==> src/shared/bccc_pkg.sv <==
// Purpose: Constants for the back-channel capability and rate block
// Assumes: 8-bit register addresses and data
// Notes: Offsets of control, direction and status are local choices
package bccc_pkg;
  // ----------------------------------------
  // Register offsets
  // ----------------------------------------
  localparam logic [7:0] ADDR_CAP_ONE = 8'h20;
  localparam logic [7:0] ADDR_CAP_TWO = 8'h21;
  localparam logic [7:0] ADDR_RATE_SEL = 8'h23;
  localparam logic [7:0] ADDR_OSC_DIV = 8'h32;
  localparam logic [7:0] ADDR_CTRL = 8'h40;
  localparam logic [7:0] ADDR_DIR = 8'h41;
  localparam logic [7:0] ADDR_STATUS = 8'h42;
  // ----------------------------------------
  // Field positions
  // ----------------------------------------
  localparam int BIT_MODE_LOW = 6;
  localparam int BIT_CRC_EN = 3;
  localparam int BIT_CHK_ERR = 2;
  localparam int BIT_RATE_DBL = 2;
  localparam int BIT_FAST = 0;
  localparam int BIT_SPLIT = 1;
  localparam int BIT_HOLD = 2;
  localparam int BIT_CHK_EN = 3;
  // ----------------------------------------
  // Reset values and codes
  // ----------------------------------------
  localparam logic [3:0] OSC_DIV_RESET = 4'h9;
  localparam logic [7:0] DIR_RESET = 8'h00;
  localparam logic [2:0] MODE_NORMAL = 3'h0;
  localparam logic [2:0] MODE_FAST_ONE = 3'h1;
  localparam logic [2:0] MODE_FAST_TWO = 3'h2;
  localparam logic [2:0] MODE_FAST_FOUR = 3'h3;
  localparam logic [2:0] MODE_RSVD_A = 3'h4;
  localparam logic [2:0] MODE_RSVD_B = 3'h5;
  localparam logic [2:0] MODE_SPI_FWD = 3'h6;
  localparam logic [2:0] MODE_SPI_REV = 3'h7;
  // Tick divisor scale: clk stands for the 200 MHz reference
  localparam logic [5:0] SCALE_NORMAL = 6'h04;
endpackage

==> src/hdl/bccc_regs.sv <==
// Purpose: Sink capability bank two, back-channel rate and signal routing
// Assumes: Register port strobes one cycle long, read data one cycle later
// Notes: clk stands for the 200 MHz reference of the back-channel divider
`timescale 1ns/1ps

module bccc_regs #(
  parameter int NSIG = 4
) (
  input wire logic clk,
  input wire logic resetn,
  input wire logic [7:0] reg_addr,
  input wire logic [7:0] reg_wdata,
  input wire logic reg_wr,
  input wire logic reg_rd,
  output logic [7:0] reg_rdata,
  input wire logic single_link,
  input wire logic rx_lock,
  input wire logic cap_load,
  input wire logic [7:0] cap_one_in,
  input wire logic [7:0] cap_two_in,
  input wire logic pixel_sum_bad,
  input wire logic [NSIG-1:0] gpio_pin_in,
  input wire logic [NSIG-1:0] sec_gpio_pin_in,
  input wire logic [NSIG-1:0] port0_rev_in,
  input wire logic [NSIG-1:0] port1_rev_in,
  output logic [NSIG-1:0] port0_fwd_out,
  output logic [NSIG-1:0] port1_fwd_out,
  output logic [NSIG-1:0] gpio_pin_out,
  output logic [NSIG-1:0] gpio_pin_oe,
  output logic [NSIG-1:0] sec_gpio_pin_out,
  output logic [NSIG-1:0] sec_gpio_pin_oe,
  output logic [2:0] fast_mode_code,
  output logic fast_mode_ok,
  output logic enhanced_crc_enable,
  output logic back_bit_tick,
  output logic back_rate_bad
);

  // ----------------------------------------
  // Mode decode helper
  // ----------------------------------------
  function automatic logic [NSIG-1:0] sig_mask(input logic [2:0] code);
    sig_mask = '1;
    if (code == bccc_pkg::MODE_FAST_ONE) begin
      sig_mask = NSIG'(1);
    end else if (code == bccc_pkg::MODE_FAST_TWO) begin
      sig_mask = NSIG'(3);
    end
  endfunction

  // ----------------------------------------
  // State
  // ----------------------------------------
  logic mode_low_ff;
  logic [1:0] fast_ctrl_mode_upper_ff;
  logic crc_ff;
  logic chk_err_ff;
  logic rate_dbl_ff;
  logic [3:0] osc_div_ff;
  logic [3:0] ctrl_ff;
  logic [7:0] dir_ff;
  logic [7:0] rdata_ff;
  logic [5:0] cnt_ff;
  logic [5:0] cfg_ff;
  logic tick_ff;
  logic [NSIG-1:0] p0_ff, p1_ff, g_ff, s_ff;

  // ----------------------------------------
  // Decode
  // ----------------------------------------
  wire wr_cap1 = reg_wr && (reg_addr == bccc_pkg::ADDR_CAP_ONE);
  wire wr_cap2 = reg_wr && (reg_addr == bccc_pkg::ADDR_CAP_TWO);
  wire wr_rate = reg_wr && (reg_addr == bccc_pkg::ADDR_RATE_SEL);
  wire wr_div = reg_wr && (reg_addr == bccc_pkg::ADDR_OSC_DIV);
  wire wr_ctrl = reg_wr && (reg_addr == bccc_pkg::ADDR_CTRL);
  wire wr_dir = reg_wr && (reg_addr == bccc_pkg::ADDR_DIR);
  wire back_fast_mode = ctrl_ff[bccc_pkg::BIT_FAST];
  wire splitter_on = ctrl_ff[bccc_pkg::BIT_SPLIT];
  wire hold_caps = ctrl_ff[bccc_pkg::BIT_HOLD];
  wire chk_enable = ctrl_ff[bccc_pkg::BIT_CHK_EN];
  wire link_load = cap_load && rx_lock && !hold_caps;

  // ----------------------------------------
  // Capability fields
  // ----------------------------------------
  always_ff @(posedge clk) begin
    if (!resetn) begin
      mode_low_ff <= 1'b0;
      fast_ctrl_mode_upper_ff <= 2'h0;
      crc_ff <= 1'b0;
    end else if (link_load) begin
      mode_low_ff <= cap_one_in[bccc_pkg::BIT_MODE_LOW];
      fast_ctrl_mode_upper_ff <= cap_two_in[1:0];
      crc_ff <= cap_two_in[bccc_pkg::BIT_CRC_EN];
    end else begin
      if (wr_cap1) begin
        mode_low_ff <= reg_wdata[bccc_pkg::BIT_MODE_LOW];
      end
      if (wr_cap2) begin
        fast_ctrl_mode_upper_ff <= reg_wdata[1:0];
        crc_ff <= reg_wdata[bccc_pkg::BIT_CRC_EN];
      end
    end
  end

  // Sticky checksum flag; dropping the enable clears it
  wire nxt_chk_err = (pixel_sum_bad && chk_enable) || (chk_err_ff && chk_enable);

  always_ff @(posedge clk) begin
    if (!resetn) begin
      chk_err_ff <= 1'b0;
    end else begin
      chk_err_ff <= nxt_chk_err;
    end
  end

  // ----------------------------------------
  // Control registers
  // ----------------------------------------
  always_ff @(posedge clk) begin
    if (!resetn) begin
      rate_dbl_ff <= 1'b0;
      osc_div_ff <= bccc_pkg::OSC_DIV_RESET;
      ctrl_ff <= 4'h0;
      dir_ff <= bccc_pkg::DIR_RESET;
    end else begin
      if (wr_rate) begin
        rate_dbl_ff <= reg_wdata[bccc_pkg::BIT_RATE_DBL];
      end
      if (wr_div) begin
        osc_div_ff <= reg_wdata[3:0];
      end
      if (wr_ctrl) begin
        ctrl_ff <= reg_wdata[3:0];
      end
      if (wr_dir) begin
        dir_ff <= reg_wdata;
      end
    end
  end

  // ----------------------------------------
  // Mode code
  // ----------------------------------------
  wire [2:0] raw_code = {fast_ctrl_mode_upper_ff, mode_low_ff};
  wire code_rsvd = (raw_code == bccc_pkg::MODE_RSVD_A) ||
                   (raw_code == bccc_pkg::MODE_RSVD_B);
  wire code_ok = !code_rsvd && !(single_link && raw_code != bccc_pkg::MODE_NORMAL);
  wire [2:0] eff_code = code_ok ? raw_code : bccc_pkg::MODE_NORMAL;
  wire [NSIG-1:0] sec_mask = sig_mask(eff_code);

  // ----------------------------------------
  // Back-channel divider
  // ----------------------------------------
  wire [4:0] ratio_n = {1'b0, osc_div_ff} + 5'h01;
  wire odd_bad = back_fast_mode && ratio_n[0];
  wire [5:0] period = back_fast_mode ? {1'b0, ratio_n} :
                      rate_dbl_ff ? {ratio_n, 1'b0} :
                      6'({ratio_n, 2'b00});
  wire [5:0] cfg_now = {back_fast_mode, rate_dbl_ff, osc_div_ff};
  wire cfg_chg = cfg_now != cfg_ff;
  wire wrap = cnt_ff == 6'h00;
  wire [5:0] nxt_cnt = (cfg_chg || wrap) ? period - 6'h01 : cnt_ff - 6'h01;

  always_ff @(posedge clk) begin
    if (!resetn) begin
      cnt_ff <= 6'h00;
      cfg_ff <= {2'b00, bccc_pkg::OSC_DIV_RESET};
      tick_ff <= 1'b0;
    end else begin
      cnt_ff <= nxt_cnt;
      cfg_ff <= cfg_now;
      tick_ff <= wrap && !cfg_chg;
    end
  end

  // ----------------------------------------
  // Signal routing
  // ----------------------------------------
  wire [NSIG-1:0] g_rev = dir_ff[NSIG-1:0];
  wire [NSIG-1:0] s_rev = dir_ff[2*NSIG-1:NSIG];
  wire [NSIG-1:0] s_use = sec_mask & {NSIG{splitter_on}};
  wire [NSIG-1:0] nxt_p0 = gpio_pin_in & ~g_rev;
  wire [NSIG-1:0] nxt_p1 = sec_gpio_pin_in & ~s_rev & s_use;
  wire [NSIG-1:0] nxt_g = port0_rev_in & g_rev;
  wire [NSIG-1:0] nxt_s = port1_rev_in & s_rev & s_use;

  always_ff @(posedge clk) begin
    if (!resetn) begin
      p0_ff <= '0;
      p1_ff <= '0;
      g_ff <= '0;
      s_ff <= '0;
    end else begin
      p0_ff <= nxt_p0;
      p1_ff <= nxt_p1;
      g_ff <= nxt_g;
      s_ff <= nxt_s;
    end
  end

  // ----------------------------------------
  // Read port
  // ----------------------------------------
  wire [7:0] rd_mux =
    (reg_addr == bccc_pkg::ADDR_CAP_ONE) ? {1'b0, mode_low_ff, 6'h00} :
    (reg_addr == bccc_pkg::ADDR_CAP_TWO) ?
      {4'h0, crc_ff, chk_err_ff, fast_ctrl_mode_upper_ff} :
    (reg_addr == bccc_pkg::ADDR_RATE_SEL) ? {5'h00, rate_dbl_ff, 2'b00} :
    (reg_addr == bccc_pkg::ADDR_OSC_DIV) ? {4'h0, osc_div_ff} :
    (reg_addr == bccc_pkg::ADDR_CTRL) ? {4'h0, ctrl_ff} :
    (reg_addr == bccc_pkg::ADDR_DIR) ? dir_ff :
    (reg_addr == bccc_pkg::ADDR_STATUS) ?
      {5'h00, single_link, odd_bad, code_ok} : 8'h00;

  always_ff @(posedge clk) begin
    if (!resetn) begin
      rdata_ff <= 8'h00;
    end else begin
      rdata_ff <= reg_rd ? rd_mux : 8'h00;
    end
  end

  // ----------------------------------------
  // Outputs
  // ----------------------------------------
  assign reg_rdata = rdata_ff;
  assign fast_mode_code = eff_code;
  assign fast_mode_ok = code_ok;
  assign enhanced_crc_enable = crc_ff;
  assign back_bit_tick = tick_ff;
  assign back_rate_bad = odd_bad;
  assign port0_fwd_out = p0_ff;
  assign port1_fwd_out = p1_ff;
  assign gpio_pin_out = g_ff;
  assign gpio_pin_oe = g_rev;
  assign sec_gpio_pin_out = s_ff;
  assign sec_gpio_pin_oe = s_rev & s_use;

  // ----------------------------------------
  // Checks
  // ----------------------------------------
  a_crc_reg_write: assert property (@(posedge clk) disable iff (!resetn)
    wr_cap2 && !link_load |=> enhanced_crc_enable == $past(reg_wdata[3]))
    else $error("crc enable not written");
  a_chk_sticky: assert property (@(posedge clk) disable iff (!resetn)
    pixel_sum_bad && chk_enable |=> chk_err_ff)
    else $error("checksum flag not set");
  a_chk_gated: assert property (@(posedge clk) disable iff (!resetn)
    !chk_enable |=> !chk_err_ff)
    else $error("checksum flag set while disabled");
  a_mode_rsvd: assert property (@(posedge clk) disable iff (!resetn)
    code_rsvd |-> !fast_mode_ok && fast_mode_code == 3'h0)
    else $error("reserved mode accepted");
  a_single_link: assert property (@(posedge clk) disable iff (!resetn)
    single_link |-> fast_mode_code == 3'h0)
    else $error("fast mode on single link");
  a_tick_period: assert property (@(posedge clk) disable iff (!resetn)
    back_bit_tick && !cfg_chg && !rate_dbl_ff && !back_fast_mode && osc_div_ff == 4'h9
    |-> ##40 (back_bit_tick || cfg_now != $past(cfg_now, 40)))
    else $error("default rate period wrong");
  a_link_load: assert property (@(posedge clk) disable iff (!resetn)
    link_load |=> raw_code[2:1] == $past(cap_two_in[1:0]) && raw_code[0] == $past(cap_one_in[6]))
    else $error("capabilities not loaded");
  a_hold_keeps: assert property (@(posedge clk) disable iff (!resetn)
    cap_load && hold_caps && !reg_wr |=> $stable(raw_code))
    else $error("hold did not protect fields");
  a_div_reload: assert property (@(posedge clk) disable iff (!resetn)
    cfg_chg |=> !back_bit_tick ##1 cnt_ff == $past(period, 1) - 6'h02)
    else $error("divider not reloaded");
  a_sec_mask: assert property (@(posedge clk) disable iff (!resetn)
    eff_code == 3'h1 |-> sec_gpio_pin_oe[NSIG-1:1] == '0)
    else $error("restricted pins driven");
  c_fast_four: cover property (@(posedge clk) fast_mode_code == 3'h3);
  c_chk_flag: cover property (@(posedge clk) chk_err_ff);
  c_fast_tick: cover property (@(posedge clk) back_fast_mode && back_bit_tick);
  c_split_rev: cover property (@(posedge clk) |sec_gpio_pin_oe);

endmodule // bccc_regs

==> config.mk <==
export PLATFORM = sky130hd
export DESIGN_NAME = bccc_regs
export DESIGN_NICKNAME = d
export VERILOG_FILES = /design/src/shared/bccc_pkg.sv /design/src/hdl/bccc_regs.sv
export SDC_FILE = /design/constraint.sdc
export NUM_CORES = 1
export LEC_CHECK = 0
export BUFFER_PORTS_ARGS = -buffer_cell sky130_fd_sc_hd__buf_2
export CAP_MARGIN = 20
export CORE_ASPECT_RATIO = 1.25
export CORE_MARGIN = 2
export CORE_UTILIZATION = 45
export DETAILED_ROUTE_END_ITERATION = 10
export PLACE_DENSITY = 0.76
export SYNTH_ARGS = -nofsm -noshare
export SYNTH_HDL_FRONTEND = slang
export SYNTH_SLANG_ARGS = --single-unit
==> constraint.sdc <==
create_clock -name clk -period 2.31 [get_ports clk]
set_input_delay 0 -clock clk [delete_from_list [all_inputs] [get_ports clk]]
set_output_delay 0 -clock clk [all_outputs]
set_load 0.05 [all_outputs]
==> results.toml <==
[synth]
yosys_warnings = 0
syn_nets = 359
synth.area.top_cells = "dfxtp_1 44%, mux2i_1 10%, nor2_1 6.5%, nand2_1 3.9%, xnor2_1 3.6%"
synthArstFlopShare = 0
ys.flop_type = "dfxtp_1"
synth_top_cells_by_count = "59 x dfxtp_1, 47 x nor2_1, 28 x nand2_1, 27 x mux2i_1, 12 x clkbuf_1"
synth_area_per_cell_um2 = 8.970
ys_ff_latch = 59
yosysUniqueCellTypes = 51
synth_largest_area_cell = "dfxtp_1"
syn_area_um2 = 2700
synth_cells = 301
synth_edf_count = 0
synth_seq_area_share = 0.4374
netlist.area_leader.share = 0.4374
synth.most_common_cell = "dfxtp_1"

[worst_setup_path]
crit_type = "flop to flop"
ff2ff_setup_slack_ps = -90
cp-end-kind = "flop"
worstPathMaxFanout = 4
required_ps = 2520
startpoint_type = "flop"
rr_worst_depth = 9
r2r_start = "cnt_ff[1]"
r2r-end = "cnt_ff[2]"
cp.arrival_ps = 2600

[min_path]
hold_path_depth = 3
hold_class = "input pin to flop"
hold_path.startpoint = "cap_two_in[3]"
holdPathEnd = "enhanced_crc_enable"

[global_route]
grt_pass1_vias = 2536
grt_max_degree = 26
grt_use_total = 0.2215
overflow = 0
grt_pass1_wl_um = 11470
antenna_found_initial = 0

[die]
dieArea_um2 = 6640
die-width_um = 73.29
rows = 31
ioPinCount = 95
coreArea_um2 = 5779
start_util = 0.4672
die_y_um = 90.61

[clock_tree]
clock_path_buffers = 2
clkTransAtPathRegs_ps = 70
clk_latency_ps = 330
cts_tree = "yes"
cts_buffers = 9
root_buffer = "clkbuf_8"
htreeDepth = 3
cts_sinks = 59

[timing]
drv_slew = 0
period_share = 1.037
finClkSkew_ps = 7.551
min_period_ps = 2396
hold_viol_final = 0
rsz0062_at_grt = "true"
setup_slack_ps = -85.54
final-setup-viol-count = 2
tns_ps = -169.5
tightest_slew_ps = 545.3
slew-limit-headroom = 0.6349
max_freq_mhz = 417.4

[drt]
drtIter0Drc = 217
routed_wl_um = 7029
drc = 0
vias_per_cell = 5.167
wl_per_cell_um = 14.34
drtAntennaViolNets = 0
first_pass_iters = 4
vias = 2532

[placement]
gp_congestion = 0.8351
io_buffers = 82
detailed_place_hpwl_um = 4839

[outcome]
outcome = "finished, violations left"
violations = "negative setup slack"

[final_layout]
syn2layout_area_growth_pct = 36.42
diodes = 0
nNetsFinal = 478
fillCellCount = 502
drive_above_1_share = 0.3019
fin_util = 0.6374

[run]
max_cap_violations = 0

[pwr]
ir_drop_v = 0.0005886
finalPower_mw = 2.540
power.density_nw_per_um2 = 689.6
cellLeakagePower_nw = 1.721
==> power by group <==
| group | total (mW) | internal [mW] | switching, mW | leakage [nW] |
|---|---|---|---|---|
| combinational | 0.631 | 0.346 | 0.285 | 1.16 |
| sequential | 1.11 | 1.08 | 0.0375 | 0.479 |
| clock | 0.796 | 0.406 | 0.391 | 0.0839 |
| total | 2.54 | 1.83 | 0.713 | 1.72 |
==> cell type report <==
type	count	area (µm²)	area share
Clock inverter	5	30.03	0.008152
Timing Repair Buffer	128	824.5	0.2238
Inverter	4	15.01	0.004076
Tap cell	66	82.58	0.02242
Multi-Input combinational cell	218	1411	0.3832
Sequential cell	59	1182	0.3210
Clock buffer	10	137.6	0.03736
==> cell families (layout without fill, tap and decap cells) <==
family	after synthesis	count (layout)	synth area share
DFF	59	59	0.4374
muxes	28	28	0.1043
and+or+nand+nor	130	130	0.2428
xor gates and xnor gates	16	16	0.05190
AOI/OAI and AO/OA	42	42	0.1080
adders and majority gates	2	2	0.009266
buffers and inverters	24	147	0.04634
==> per-stage QoR <==
stage	cell area (µm²)	hold slack [ps]	setup WS, ps	std cells
final	3684	12.50	-85.54	490
after global routing	3684	26.18	-201.8	490
after CTS	3671	10.98	-74.88	489
after detailed placement	3217	219.2	-94.29	446
after global placement	3217	213.4	-10.70	446
after floorplan	2706	113.8	11.76	301
==> worst max-delay path: stages, from the launching register on <==
cell	delay, ps
dfxtp_2	320
or4_4	520
or3_4	340
or3b_4	270
mux2i_2	240
ha_2	220
buf_4	110
buf_6	80
xor2_1	130
nor2_1	50
==> worst max-delay path by stage <==
| stage | to | cells past startpoint | from |
|---|---|---|---|
| after floorplan | cnt_ff[4] | 10 | cnt_ff[1] |
| after detailed placement | cnt_ff[4] | 9 | cnt_ff[1] |
| final | cnt_ff[2] | 9 | cnt_ff[1] |
| after global placement | cnt_ff[4] | 9 | cnt_ff[1] |
| after CTS | cnt_ff[4] | 9 | cnt_ff[1] |
| after global routing | cnt_ff[4] | 9 | cnt_ff[1] |
==> cell usage in the layout (no fill, tap or decap), types with 3 or more instances in the layout <==
master,netlist,layout
buf_2,0,82
dfxtp_1,59,58
nor2_1,47,47
nand2_1,28,28
mux2i_1,27,26
dlygate4sd3_1,0,26
buf_4,4,19
xnor2_1,11,11
and2_1,11,11
clkbuf_8,0,10
and3_1,8,8
o21ai_0,8,7
a21oi_1,6,6
xor2_1,5,5
nand4_1,4,4
nor2b_1,4,4
nand2b_1,4,4
nand3_1,4,4
nor4b_1,4,4
a211oi_1,4,4
inv_1,3,3
nor3b_1,3,3
a22oi_1,3,3
clkinv_2,0,3
==> registers in the layout, indices dropped and copies added (netlist names) <==
signal / count
chk_err_ff: 1
sec_gpio_pin_out: 4
dir_ff: 8
osc_div_ff: 4
mode_low_ff: 1
gpio_pin_out: 4
ctrl_ff: 4
port1_fwd_out: 4
cfg_ff: 6
back_bit_tick: 1
enhanced_crc_enable: 1
reg_rdata: 8
rate_dbl_ff: 1
cnt_ff: 6
fast_ctrl_mode_upper_ff: 2
port0_fwd_out: 4
==> layer usage <==
metal	track usage	part of all wire	vias to the layer above
li1	-	-	1284
met1	0.2375	0.40	1161
met3	0.06138	0.052	12
met4	0.06327	0.013	0
met5	0	0	-
met2	0.4084	0.54	75
==> timing repair <==
action	4_1_cts	5_1_grt
hold buffers	26	0
endpoints found under the hold margin	32	0
gates resized for setup	3	2
endpoints found under the setup margin	2	2
setup buffers	2	1
pin swaps	1	0
Power figures use the tool's default switching activity.
